## config.mk

```make
export PLATFORM = sky130hd
export DESIGN_NAME = general_purpose_port_pins
export DESIGN_NICKNAME = d
export VERILOG_FILES = /design/src/verilog/general_purpose_port_pins.v /design/src/verilog/port_pin_cell.v
export VERILOG_INCLUDE_DIRS = /design/src /design/src/include
export SDC_FILE = /design/constraint.sdc
export NUM_CORES = 1
export LEC_CHECK = 0
export BUFFER_PORTS_ARGS = -buffer_cell sky130_fd_sc_hd__buf_2
export CAP_MARGIN = 15
export CORE_MARGIN = 5
export CORE_UTILIZATION = 30
export CTS_BUF_LIST = sky130_fd_sc_hd__clkbuf_16
export CTS_CLUSTER_DIAMETER = 60
export DETAILED_ROUTE_END_ITERATION = 8
export MAX_ROUTING_LAYER = met4
export PLACE_DENSITY_LB_ADDON = 0.08
export SLEW_MARGIN = 5
export SYNTH_ARGS = -nofsm -noshare
export SYNTH_HDL_FRONTEND = slang
export SYNTH_SLANG_ARGS = --single-unit
export TNS_END_PERCENT = 10
```

## constraint.sdc

```tcl
create_clock -name clock_i -period 12.9 [get_ports clock_i]
set_input_delay 2.58 -clock clock_i [delete_from_list [all_inputs] [get_ports clock_i]]
set_output_delay 2.58 -clock clock_i [all_outputs]
set_load 0.01 [all_outputs]
```

## src/include/port_block_defs.vh

```
// Constants for the general-purpose port block: register indices, widths, reset values.
// Assumes inclusion by bare name from the design files; definitions only.
`ifndef PORT_BLOCK_DEFS_VH
`define PORT_BLOCK_DEFS_VH

// ==========================================================
// Register indices on the plain register port
`define REG_P0_DATA 5'h00
`define REG_P0_DIR 5'h01
`define REG_P1_DATA 5'h02
`define REG_P1_DIR 5'h03
`define REG_P2_DATA 5'h04
`define REG_P3_DATA 5'h05
`define REG_P3_DIR 5'h06
`define REG_P6_DATA 5'h07
`define REG_P6_DIR 5'h08
`define REG_P7_DATA 5'h09
`define REG_P7_DIR 5'h0A
`define REG_PULLUP 5'h0B
`define REG_RT_CTRL 5'h0C
`define REG_RT_BUF 5'h0D
`define REG_RT_TRIG 5'h0E

// ==========================================================
// Reset values: all directions input, pull-ups off
`define DIR_RESET 8'hFF
`define DATA_RESET 8'h00
`define PULLUP_RESET 8'h00
`define RT_CTRL_RESET 8'h00

// ==========================================================
// Field positions
`define PU_P0 0
`define PU_P1 1
`define PU_P2 2
`define PU_P3 3
`define PU_P6 4
`define RT_LOW_EN 0
`define RT_HIGH_EN 1
`define RT_TRIG_LOW 0
`define RT_TRIG_HIGH 1
`define P2_PU_MASK 8'hFC
`define P6_OUT_MASK 8'h0F
`define P6_BIDIR_MASK 8'hC0
`define NIBBLE_LOW 8'h0F
`define NIBBLE_HIGH 8'hF0
`define ZERO_BYTE 8'h00
`define ADDR_W 5

`endif

```

## src/verilog/general_purpose_port_pins.v

```verilog
// General-purpose port block: ports 0,1,3,7 bidirectional, port 2 input-only,
// port 6 with four output-only and two bidirectional pins, port 0 real-time nibbles.
// Assumes a plain register port with read data one cycle after the read strobe,
// and an external trigger source for real-time output.
//
// Behaviour
// - Ports zero to six get software pull-ups on input pins; port seven none.
// - Ports 0,1,3,7 and port six upper pins set direction per bit.
// - Port zero lower and upper nibbles act as independent real-time outputs.
// - One pull-up bit per port covers only pins currently in input mode.
// - Port two is input-only; its pull-up covers only the six upper pins.
`timescale 1ns/100ps
`default_nettype none
`include "port_block_defs.vh"

module general_purpose_port_pins #(
   parameter WIDTH = 8
) (
   input wire clock_i,
   input wire rst_i,
   input wire [`ADDR_W-1:0] addr_i,
   input wire [WIDTH-1:0] wdata_i,
   input wire wr_i,
   input wire rd_i,
   output reg [WIDTH-1:0] rdata_o,
   input wire rt_trigger_low_i,
   input wire rt_trigger_high_i,
   input wire [WIDTH-1:0] port_zero_pins_i,
   output wire [WIDTH-1:0] port_zero_pins_o,
   output wire [WIDTH-1:0] port_zero_pins_oe_o,
   output wire [WIDTH-1:0] port_zero_pull_o,
   input wire [WIDTH-1:0] port_one_pins_i,
   output wire [WIDTH-1:0] port_one_pins_o,
   output wire [WIDTH-1:0] port_one_pins_oe_o,
   output wire [WIDTH-1:0] port_one_pull_o,
   input wire [WIDTH-1:0] input_only_port_pins_i,
   output reg [WIDTH-1:0] input_only_port_pull_o,
   input wire [WIDTH-1:0] port_three_pins_i,
   output wire [WIDTH-1:0] port_three_pins_o,
   output wire [WIDTH-1:0] port_three_pins_oe_o,
   output wire [WIDTH-1:0] port_three_pull_o,
   input wire [WIDTH-1:0] port_six_pins_i,
   output wire [WIDTH-1:0] port_six_pins_o,
   output wire [WIDTH-1:0] port_six_pins_oe_o,
   output wire [WIDTH-1:0] port_six_pull_o,
   input wire [WIDTH-1:0] port_seven_pins_i,
   output wire [WIDTH-1:0] port_seven_pins_o,
   output wire [WIDTH-1:0] port_seven_pins_oe_o
);

   // ==========================================================
   // Control registers
   reg [WIDTH-1:0] pullup_ctrl;
   reg [WIDTH-1:0] rt_ctrl;
   reg [WIDTH-1:0] rt_buf;
   reg [WIDTH-1:0] input_only_sample;

   wire [WIDTH-1:0] p0_in, p1_in, p3_in, p6_in, p7_in;
   wire [WIDTH-1:0] p0_latch, p1_latch, p3_latch, p6_latch, p7_latch;
   wire [WIDTH-1:0] p0_dir, p1_dir, p3_dir, p6_dir, p7_dir;
   wire [WIDTH-1:0] p0_mask;
   wire [WIDTH-1:0] p0_alt;

   // Write decode helper
   function wr_hit;
      input [`ADDR_W-1:0] a;
      input [`ADDR_W-1:0] target;
      input w;
      begin
         wr_hit = w & (a == target);
      end
   endfunction

   // Readback of a port: output latch on output pins, pin level on input pins
   function [WIDTH-1:0] port_view;
      input [WIDTH-1:0] latch;
      input [WIDTH-1:0] pins;
      input [WIDTH-1:0] dir;
      begin
         port_view = (latch & ~dir) | (pins & dir);
      end
   endfunction

   // Software writes: pull-up selection, real-time control and buffer
   always @(posedge clock_i or posedge rst_i) begin
      if (rst_i) begin
         pullup_ctrl <= `PULLUP_RESET;
         rt_ctrl <= `RT_CTRL_RESET;
         rt_buf <= `DATA_RESET;
      end else begin
         if (wr_hit(addr_i, `REG_PULLUP, wr_i))
            pullup_ctrl <= wdata_i;
         if (wr_hit(addr_i, `REG_RT_CTRL, wr_i))
            rt_ctrl <= wdata_i;
         if (wr_hit(addr_i, `REG_RT_BUF, wr_i))
            rt_buf <= wdata_i;
      end
   end

   // ==========================================================
   // Real-time nibbles: a nibble in real-time mode is loaded from the buffer
   // only on its own trigger, so the two groups never disturb each other
   wire rt_low_fire;
   wire rt_high_fire;
   assign rt_low_fire = rt_ctrl[`RT_LOW_EN] &
      (rt_trigger_low_i | (wr_hit(addr_i, `REG_RT_TRIG, wr_i) & wdata_i[`RT_TRIG_LOW]));
   assign rt_high_fire = rt_ctrl[`RT_HIGH_EN] &
      (rt_trigger_high_i | (wr_hit(addr_i, `REG_RT_TRIG, wr_i) & wdata_i[`RT_TRIG_HIGH]));
   // Mask bit 1 = software owns the bit; 0 = loaded from alt path
   assign p0_mask = ~(({WIDTH{rt_ctrl[`RT_LOW_EN]}} & `NIBBLE_LOW) |
      ({WIDTH{rt_ctrl[`RT_HIGH_EN]}} & `NIBBLE_HIGH));
   assign p0_alt = ((rt_low_fire ? rt_buf : p0_latch) & `NIBBLE_LOW) |
      ((rt_high_fire ? rt_buf : p0_latch) & `NIBBLE_HIGH);

   // ==========================================================
   // Ports with per-bit direction
   port_pin_cell #(.WIDTH(WIDTH)) u_port0 (
      .clock_i(clock_i), .rst_i(rst_i),
      .data_we_i(wr_hit(addr_i, `REG_P0_DATA, wr_i)),
      .dir_we_i(wr_hit(addr_i, `REG_P0_DIR, wr_i)),
      .wdata_i(wdata_i), .data_mask_i(p0_mask), .alt_data_i(p0_alt),
      .pullup_en_i(pullup_ctrl[`PU_P0]), .pin_i(port_zero_pins_i),
      .pin_o(port_zero_pins_o), .pin_oe_o(port_zero_pins_oe_o),
      .pull_o(port_zero_pull_o), .pin_in_o(p0_in), .latch_o(p0_latch), .dir_o(p0_dir));

   port_pin_cell #(.WIDTH(WIDTH)) u_port1 (
      .clock_i(clock_i), .rst_i(rst_i),
      .data_we_i(wr_hit(addr_i, `REG_P1_DATA, wr_i)),
      .dir_we_i(wr_hit(addr_i, `REG_P1_DIR, wr_i)),
      .wdata_i(wdata_i), .data_mask_i({WIDTH{1'b1}}), .alt_data_i(`ZERO_BYTE),
      .pullup_en_i(pullup_ctrl[`PU_P1]), .pin_i(port_one_pins_i),
      .pin_o(port_one_pins_o), .pin_oe_o(port_one_pins_oe_o),
      .pull_o(port_one_pull_o), .pin_in_o(p1_in), .latch_o(p1_latch), .dir_o(p1_dir));

   port_pin_cell #(.WIDTH(WIDTH)) u_port3 (
      .clock_i(clock_i), .rst_i(rst_i),
      .data_we_i(wr_hit(addr_i, `REG_P3_DATA, wr_i)),
      .dir_we_i(wr_hit(addr_i, `REG_P3_DIR, wr_i)),
      .wdata_i(wdata_i), .data_mask_i({WIDTH{1'b1}}), .alt_data_i(`ZERO_BYTE),
      .pullup_en_i(pullup_ctrl[`PU_P3]), .pin_i(port_three_pins_i),
      .pin_o(port_three_pins_o), .pin_oe_o(port_three_pins_oe_o),
      .pull_o(port_three_pull_o), .pin_in_o(p3_in), .latch_o(p3_latch), .dir_o(p3_dir));

   // Port six: low four output-only, pins 4 and 5 absent (held input, unused)
   port_pin_cell #(.WIDTH(WIDTH), .DIR_CAPABLE(`P6_BIDIR_MASK),
      .OUT_FIXED(`P6_OUT_MASK)) u_port6 (
      .clock_i(clock_i), .rst_i(rst_i),
      .data_we_i(wr_hit(addr_i, `REG_P6_DATA, wr_i)),
      .dir_we_i(wr_hit(addr_i, `REG_P6_DIR, wr_i)),
      .wdata_i(wdata_i), .data_mask_i({WIDTH{1'b1}}), .alt_data_i(`ZERO_BYTE),
      .pullup_en_i(pullup_ctrl[`PU_P6]), .pin_i(port_six_pins_i),
      .pin_o(port_six_pins_o), .pin_oe_o(port_six_pins_oe_o),
      .pull_o(port_six_pull_o), .pin_in_o(p6_in), .latch_o(p6_latch), .dir_o(p6_dir));

   // Port seven has no pull-up at all
   port_pin_cell #(.WIDTH(WIDTH)) u_port7 (
      .clock_i(clock_i), .rst_i(rst_i),
      .data_we_i(wr_hit(addr_i, `REG_P7_DATA, wr_i)),
      .dir_we_i(wr_hit(addr_i, `REG_P7_DIR, wr_i)),
      .wdata_i(wdata_i), .data_mask_i({WIDTH{1'b1}}), .alt_data_i(`ZERO_BYTE),
      .pullup_en_i(1'b0), .pin_i(port_seven_pins_i),
      .pin_o(port_seven_pins_o), .pin_oe_o(port_seven_pins_oe_o),
      .pull_o(), .pin_in_o(p7_in), .latch_o(p7_latch), .dir_o(p7_dir));

   // ==========================================================
   // Input-only port: sampled pins, pull-up on six upper bits only
   always @(posedge clock_i or posedge rst_i) begin
      if (rst_i) begin
         input_only_sample <= `ZERO_BYTE;
         input_only_port_pull_o <= `ZERO_BYTE;
      end else begin
         input_only_sample <= input_only_port_pins_i;
         input_only_port_pull_o <= {WIDTH{pullup_ctrl[`PU_P2]}} & `P2_PU_MASK;
      end
   end

   // ==========================================================
   // Read mux; unmapped addresses read zero
   reg [WIDTH-1:0] next_rdata;
   always @* begin
      next_rdata = `ZERO_BYTE;
      case (addr_i)
         `REG_P0_DATA: next_rdata = port_view(p0_latch, p0_in, p0_dir);
         `REG_P0_DIR: next_rdata = p0_dir;
         `REG_P1_DATA: next_rdata = port_view(p1_latch, p1_in, p1_dir);
         `REG_P1_DIR: next_rdata = p1_dir;
         `REG_P2_DATA: next_rdata = input_only_sample;
         `REG_P3_DATA: next_rdata = port_view(p3_latch, p3_in, p3_dir);
         `REG_P3_DIR: next_rdata = p3_dir;
         `REG_P6_DATA: next_rdata = (p6_latch & `P6_OUT_MASK) |
            (port_view(p6_latch, p6_in, p6_dir) & `P6_BIDIR_MASK);
         `REG_P6_DIR: next_rdata = p6_dir & `P6_BIDIR_MASK;
         `REG_P7_DATA: next_rdata = port_view(p7_latch, p7_in, p7_dir);
         `REG_P7_DIR: next_rdata = p7_dir;
         `REG_PULLUP: next_rdata = pullup_ctrl;
         `REG_RT_CTRL: next_rdata = rt_ctrl;
         `REG_RT_BUF: next_rdata = rt_buf;
         default: next_rdata = `ZERO_BYTE;
      endcase
   end

   // Read data held only in the cycle after the strobe
   always @(posedge clock_i or posedge rst_i) begin
      if (rst_i)
         rdata_o <= `ZERO_BYTE;
      else if (rd_i)
         rdata_o <= next_rdata;
      else
         rdata_o <= `ZERO_BYTE;
   end

endmodule // general_purpose_port_pins
`default_nettype wire

```

## src/verilog/port_pin_cell.v

```verilog
// One 8-bit bidirectional port: output latch, direction latch, pin drivers, pull-up gate.
// Assumes synchronous pin inputs and writes decoded by the parent.
`timescale 1ns/100ps
`default_nettype none
`include "port_block_defs.vh"

module port_pin_cell #(
   parameter WIDTH = 8,
   parameter [WIDTH-1:0] DIR_CAPABLE = {WIDTH{1'b1}},
   parameter [WIDTH-1:0] OUT_FIXED = {WIDTH{1'b0}}
) (
   input wire clock_i,
   input wire rst_i,
   input wire data_we_i,
   input wire dir_we_i,
   input wire [WIDTH-1:0] wdata_i,
   input wire [WIDTH-1:0] data_mask_i,
   input wire [WIDTH-1:0] alt_data_i,
   input wire pullup_en_i,
   input wire [WIDTH-1:0] pin_i,
   output reg [WIDTH-1:0] pin_o,
   output reg [WIDTH-1:0] pin_oe_o,
   output reg [WIDTH-1:0] pull_o,
   output reg [WIDTH-1:0] pin_in_o,
   output reg [WIDTH-1:0] latch_o,
   output reg [WIDTH-1:0] dir_o
);

   // Effective direction: 1 means input; output-only bits are forced to 0
   wire [WIDTH-1:0] eff_dir;
   assign eff_dir = (dir_o & DIR_CAPABLE) | (~DIR_CAPABLE & ~OUT_FIXED);

   // ==========================================================
   // Latches; the mask lets the parent keep real-time nibbles away from software
   always @(posedge clock_i or posedge rst_i) begin
      if (rst_i) begin
         latch_o <= {WIDTH{1'b0}};
         dir_o <= {WIDTH{1'b1}};
      end else begin
         if (data_we_i)
            latch_o <= (wdata_i & data_mask_i) | (alt_data_i & ~data_mask_i);
         else
            latch_o <= (latch_o & data_mask_i) | (alt_data_i & ~data_mask_i);
         if (dir_we_i)
            dir_o <= wdata_i | ~DIR_CAPABLE;
      end
   end

   // ==========================================================
   // Pin drivers registered so every output comes from a flip-flop
   always @(posedge clock_i or posedge rst_i) begin
      if (rst_i) begin
         pin_o <= {WIDTH{1'b0}};
         pin_oe_o <= {WIDTH{1'b0}};
         pull_o <= {WIDTH{1'b0}};
         pin_in_o <= {WIDTH{1'b0}};
      end else begin
         pin_o <= latch_o & ~eff_dir;
         pin_oe_o <= ~eff_dir;
         pull_o <= {WIDTH{pullup_en_i}} & eff_dir;
         pin_in_o <= pin_i;
      end
   end

endmodule // port_pin_cell
`default_nettype wire
```

==> metrics.cfg, run 1 <==
[status]
outcome=finished, final reports clean

[global_route]
grt_max_degree=100
antenna_found_initial=2
grt.total_usage_pct=16.8
grt_pass1_vias=6547
grt_overflow=0
grt_pass1_wl_um=42100

[clock_network]
clock_latency_ns=0.53
cts_buffer_depth=3
ctsHoldBuffers=0
clock-sinks=247
post_cts_buffers=0
cts_made_buffers=28
htree_levels=1
tritoncts=done
path_clk_slew_ns=0.06
clockRootBuffer=clkbuf_16
cts-resized-gates=0

[sta]
drv_slew=0
clock_skew_ns=0.0138
final-hold-violation-count=0
setup_violations=0
fin_tns_setup_ns=0
min_period_ns=4.46
slew-limit-headroom_pct=32.1
rsz0062_at_grt=no
tightest_slew_ns=1.02
min_period_over_period_pct=34.6
max_freq_mhz=224

[floorplanning]
coreArea_um2=30500
die_area_um2=34500
start_util_pct=30.3
rows=64
die_w_um=186
die_h_um=186
pin_count=195

[power]
pwr-share-clk_pct=37.9
p_per_area_nw_per_um2=184
sw_frac_of_total_pct=26.8
power.leakage_nw=5.38
power_frac_comb_pct=13.9
seqPwrFrac_pct=48.1
switching_power_w=0.000563
internal_power_w=0.00154
worst_ir_drop_vdd_uv=92.8
total_power_w=0.00210

[place]
port_buffers=178
dp_hpwl_um=20700
placedCellCount=1232
gp_congestion=0.853

[critical_path]
reg2reg_setup_slack_ns=11.00
path_common_cell=buf_4
required_ns=13.43
worstPathCellList=buf_2 > inv_8 > buf_4 > buf_4
worstPathArrival_ns=4.99
slowest_stage=buf_4
cp-start-kind=input pin
max_stage_delay_ns=0.88
crit_type=in -> async
end_kind=async pin
cp_max_fo=99

[yosys]
yosysWarnings=0
synthSimpleGateAreaFrac_pct=10.7
yosysMostFrequentCell=dfrtp_1
synth_compound_area_share_pct=8.18
ys_ff_latch=247
synthTopCellsByCount=213 x dfrtp_1, 79 x mux2_2, 43 x nor2b_1, 38 x and2_1
syn_area_per_cell_um2=13.5
synthAdderAreaFrac_pct=0
synth_top_area_share_pct=57.6
synth_edf_count=0
synth_flop_cell=dfrtp_1
yosysTopAreaCell=dfrtp_1
synth_xor_area_share_pct=0
synth_area_leaders=dfrtp_1 58%, dfstp_2 9.6%, mux2_2 9.6%, nor2b_1 2.9%, and2_1 2.6%
synth_top_family_by_area=simple AND/OR/NAND/NOR gates
syn_inst=685
syn_area_um2=9260
synth-seq-area-share_pct=67.2
synth-async-reset-ratio_pct=100
synth.distinct_cells=51
synth_mux_area_share_pct=9.83

[final_layout]
area_growth_pct=23.2
nFillCells=2985
num-nets-final=933
fin_util_pct=37.4
stdcell_count=1284
final_layout_size_suffix_gt1_share_pct=39.5

[routing]
avgRoutedWirePerCell_um=22.0
drcViolationCount=0
dr.pass1.iters=4
drtIter0Drc=247
viasPerCell=4.66
route.vias.total=5980
routed_wl_um=28200
drtAntennaViolNets=0

[worst_hold_path]
hold_path_class=reg -> reg

[flow_run]
drv_cap=0

worst max-delay path, delay by kind of cell:
kind	cells	cell delay, ns
buffers and inverters	4	2.33
power by group through the flow:
stage | clock, W | combinational [W] | sequential [W]
floorplan | 0 | 0.000150 | 0.00102
global placement | 0 | 0.000298 | 0.00102
detailed placement | 0 | 0.000299 | 0.00103
CTS | 0.000823 | 0.000301 | 0.00102
global route | 0.000853 | 0.000323 | 0.00103
finish | 0.000797 | 0.000292 | 0.00101
stage by stage:
step           setup slack [ns]  hold slack [ns]  cell area (um^2)
2_1_floorplan              3.59            0.369              9290
3_3_place_gp               7.79            0.396             10500
5_1_grt                    7.92            0.432             11400
6_report                   8.44            0.414             11400
3_5_place_dp               7.68            0.404             10500
4_1_cts                    8.26            0.417             11400
cell families after synthesis:
family,Yosys count
AOI/OAI and AO/OA,110
buffers and inverters,74
DFF,247
muxes,81
other,2
and+or+nand+nor,171
layout by cell type, fill, tap and decap left out, types with 14 or more instances in the layout:
| master | count |
|---|---|
| inv_1 | 40 |
| o21ai_0 | 14 |
| nor2b_1 | 43 |
| buf_2 | 178 |
| a21oi_1 | 36 |
| dfstp_2 | 34 |
| mux2_2 | 79 |
| nand2_1 | 21 |
| and2_1 | 38 |
| dfrtp_1 | 213 |
| nor2_1 | 24 |
| clkbuf_16 | 29 |
routing by layer:
layer / vias up / GRT usage [%] / wire length [um]
met1: 3048 / 22.6 / 12600
met4: 0 / 3.99 / 622
li1: 2707 / - / -
met5: - / - / 0
met3: 43 / 2.72 / 1570
met2: 182 / 26.8 / 13500
final timing paths:
| path | endpoint | cells after the start | start |
|---|---|---|---|
| setup reg to reg | rdata_o[0] | 5 | u_port7.dir_o[0] |
| max in group clock_i | rdata_o[0] | 6 | addr_i[3] |
| hold reg to reg | u_port6.pin_o[3] | 0 | u_port6.latch_o[3] |
| min in group asynchronous | u_port3.pin_in_o[3] | 2 | rst_i |
| setup / recovery | u_port0.pin_in_o[7] | 4 | rst_i |
| hold / removal | u_port6.pin_o[3] | 0 | u_port6.latch_o[3] |
area by class of cell:
| class | instances | area, um^2 | area share [%] |
|---|---|---|---|
| tap | 396 | 495 | 4.34 |
| inverter | 36 | 143 | 1.25 |
| clock buffer | 29 | 726 | 6.36 |
| multi-input combinational | 373 | 2700 | 23.7 |
| sequential | 247 | 6220 | 54.6 |
| clock inverter | 21 | 206 | 1.81 |
| timing repair buffer | 180 | 906 | 7.94 |
| antenna | 2 | 5.00 | 0.0439 |
Note: power is estimated with default switching activity, not from simulation.
==> run 2, diff against run 1 <==
--- a/config.mk
+++ b/config.mk
@@ -6,6 +6,7 @@
 export SDC_FILE = /design/constraint.sdc
 export NUM_CORES = 1
 export LEC_CHECK = 0
+export ABC_AREA = 1
 export BUFFER_PORTS_ARGS = -buffer_cell sky130_fd_sc_hd__buf_2
 export CAP_MARGIN = 15
 export CORE_MARGIN = 5
==> constraint.sdc (replaced) <==
create_clock -name clock_i -period 3.7 [get_ports clock_i]
set_input_delay 0.74 -clock clock_i [delete_from_list [all_inputs] [get_ports clock_i]]
set_output_delay 0.74 -clock clock_i [all_outputs]
set_load 0.01 [all_outputs]
==> metrics.cfg, run 2 <==
[status]
outcome=finished, final reports clean

[place]
dp_slack_ns=1.10
dpl_cell_area_um2=10800
placedCellCount=1557
dp_hpwl_um=20400
gp_congestion=0.826
port_buffers=178

[yosys]
synth_flop_cell=dfrtp_1
ys_ff_latch=247
synth-seq-area-share_pct=65.1
syn_inst=1014
syn_area_per_cell_um2=9.43
synth_area_leaders=dfrtp_1 56%, nand2_1 11%, dfstp_2 9.3%, nand3_1 4.8%, inv_1 4.7%
synth-async-reset-ratio_pct=100
synth.distinct_cells=21
synthTopCellsByCount=289 x nand2_1, 213 x dfrtp_1, 120 x inv_1, 91 x nand3_1, 85 x o21ai_0
yosysMostFrequentCell=nand2_1
yosysWarnings=0
synth_top_area_share_pct=55.7
yosysTopAreaCell=dfrtp_1
synth_edf_count=0
syn_area_um2=9560

[final_layout]
most-common-layout-cells=289 x nand2_1, 213 x dfrtp_1, 178 x buf_2
final_common_cell=nand2_1
fin_area_um2=11700
num-nets-final=1254
stdcell_count=1614
nFillCells=3302
area_growth_pct=22.2
final_layout_size_suffix_gt1_share_pct=22.7

[sta]
max_freq_mhz=489
final-hold-violation-count=0
whs_ns=0.296
slew-limit-headroom_pct=39.1
tightest_slew_ns=0.914
worst_slack_ns=1.65
min_period_over_period_pct=55.3
drv_slew=0
setup_violations=0
clock_skew_ns=0.00946
rsz0062_at_grt=no
min_period_ns=2.05

[critical_path]
worstPathCellList=buf_2 > nor2_1 > inv_1 > nor2_1 > nand2_1 > nor2_4 > inv_1 > nand3_1 > nand3_1
end_kind=flop
slowest_stage=nor2_1
r2r-start=u_port3.dir_o[7]
timing.rr.end=rdata_o[7]
worstPathArrival_ns=2.47
crit_type=in -> reg
required_ns=4.12
max_stage_delay_ns=0.59
r2r_cells=9
reg2reg_setup_slack_ns=2.23
cp_max_fo=10
cp-start-kind=input pin

[worst_hold_path]
worstHoldStart=port_three_pins_i[5]
hold_depth=1
hold_end=u_port3.pin_in_o[5]
hold_path_class=in -> reg

[routing]
routed_wl_um=28800
avgRoutedWirePerCell_um=17.9
route.vias.total=7028
drt-met1-wl_um=13500
drtIter0Drc=497
dr.pass1.iters=5
viasPerCell=4.35
drtAntennaViolNets=0
routed-wl-met3_um=1690
drcViolationCount=0
highest_layer=met4
met2_length_um=13000

[floorplanning]
start_util_pct=30.3
die_h_um=189
die_area_um2=35500
die_w_um=189
rows=65
pin_count=195
coreArea_um2=31600

[power]
power_frac_comb_pct=13.2
total_power_w=0.00722
worst_ir_drop_vdd_uv=331
seqPwrFrac_pct=48.5
p_per_area_nw_per_um2=617
power.leakage_nw=6.28
sw_frac_of_total_pct=28.4
internal_power_w=0.00517
pwr-share-clk_pct=38.3
switching_power_w=0.00205

[clock_network]
clock-sinks=247
path_clk_slew_ns=0.06
cts-resized-gates=0
clockRootBuffer=clkbuf_16
cts_made_buffers=30
clock_latency_ns=0.55
ctsHoldBuffers=0
post_cts_buffers=0
cts_buffer_depth=3
htree_levels=1
tritoncts=done

[global_route]
antenna_found_initial=1
grt.total_usage_pct=16.7
grt_max_degree=131
grt_pass1_vias=7178
grt_overflow=0
grt_pass1_wl_um=44600

[flow_run]
drv_cap=0

-- run 2: worst max-delay path by stage --
| stage | start | to | slack, ns | cells after the start |
|---|---|---|---|---|
| final | addr_i[3] | flop | 1.65 | 9 |
| after global routing | addr_i[3] | flop | 1.46 | 9 |
| after CTS | addr_i[3] | flop | 1.68 | 9 |
| after detailed placement | addr_i[3] | flop | 1.10 | 9 |
| after global placement | addr_i[3] | flop | 1.11 | 9 |
| after floorplan | rst_i | async pin | -0.26 | 1 |
-- run 2: power by group through the flow --
stage                     clock network (W)  registers [W]  logic, W
after floorplan                           0        0.00351  0.000519
after global placement                    0        0.00355  0.000969
after detailed placement                  0        0.00355  0.000980
after CTS                           0.00285        0.00351  0.000983
after global routing                0.00298        0.00356   0.00110
final                               0.00276        0.00350  0.000954
-- run 2: area by class of cell --
type	count	area, um^2	share of cell area, %
multi-input cells	600	2600	22.3
diodes	1	2.50	0.0214
repair buffers	186	963	8.24
flip-flops and latches	247	6220	53.2
clock inverters	25	158	1.35
well taps	402	503	4.30
clock buffers	31	776	6.64
inverters	122	462	3.95
-- run 2: per-stage QoR --
stage               setup TNS [ns]  util [%]
finish                           0      37.0
global route                     0      37.0
CTS                              0      37.0
detailed placement               0      34.1
global placement                 0      34.1
floorplan                   -54.95         -
-- run 2: routing by layer --
metal,up-vias,global-route usage (%)
met5,-,-
met4,0,4.01
met3,36,2.87
met2,188,25.0
met1,3328,23.8
li1,3476,-
-- run 2: cell families after synthesis --
group	share of synthesized area, %
simple gates	21.6
buf+inv	8.07
other cells	0.0785
flops	65.1
compound gates	5.13
-- run 2: worst max-delay path: cells and delay by family --
kind / cells / cell delay, ns
buf+inv: 3 / 0.36
simple gates: 6 / 1.36
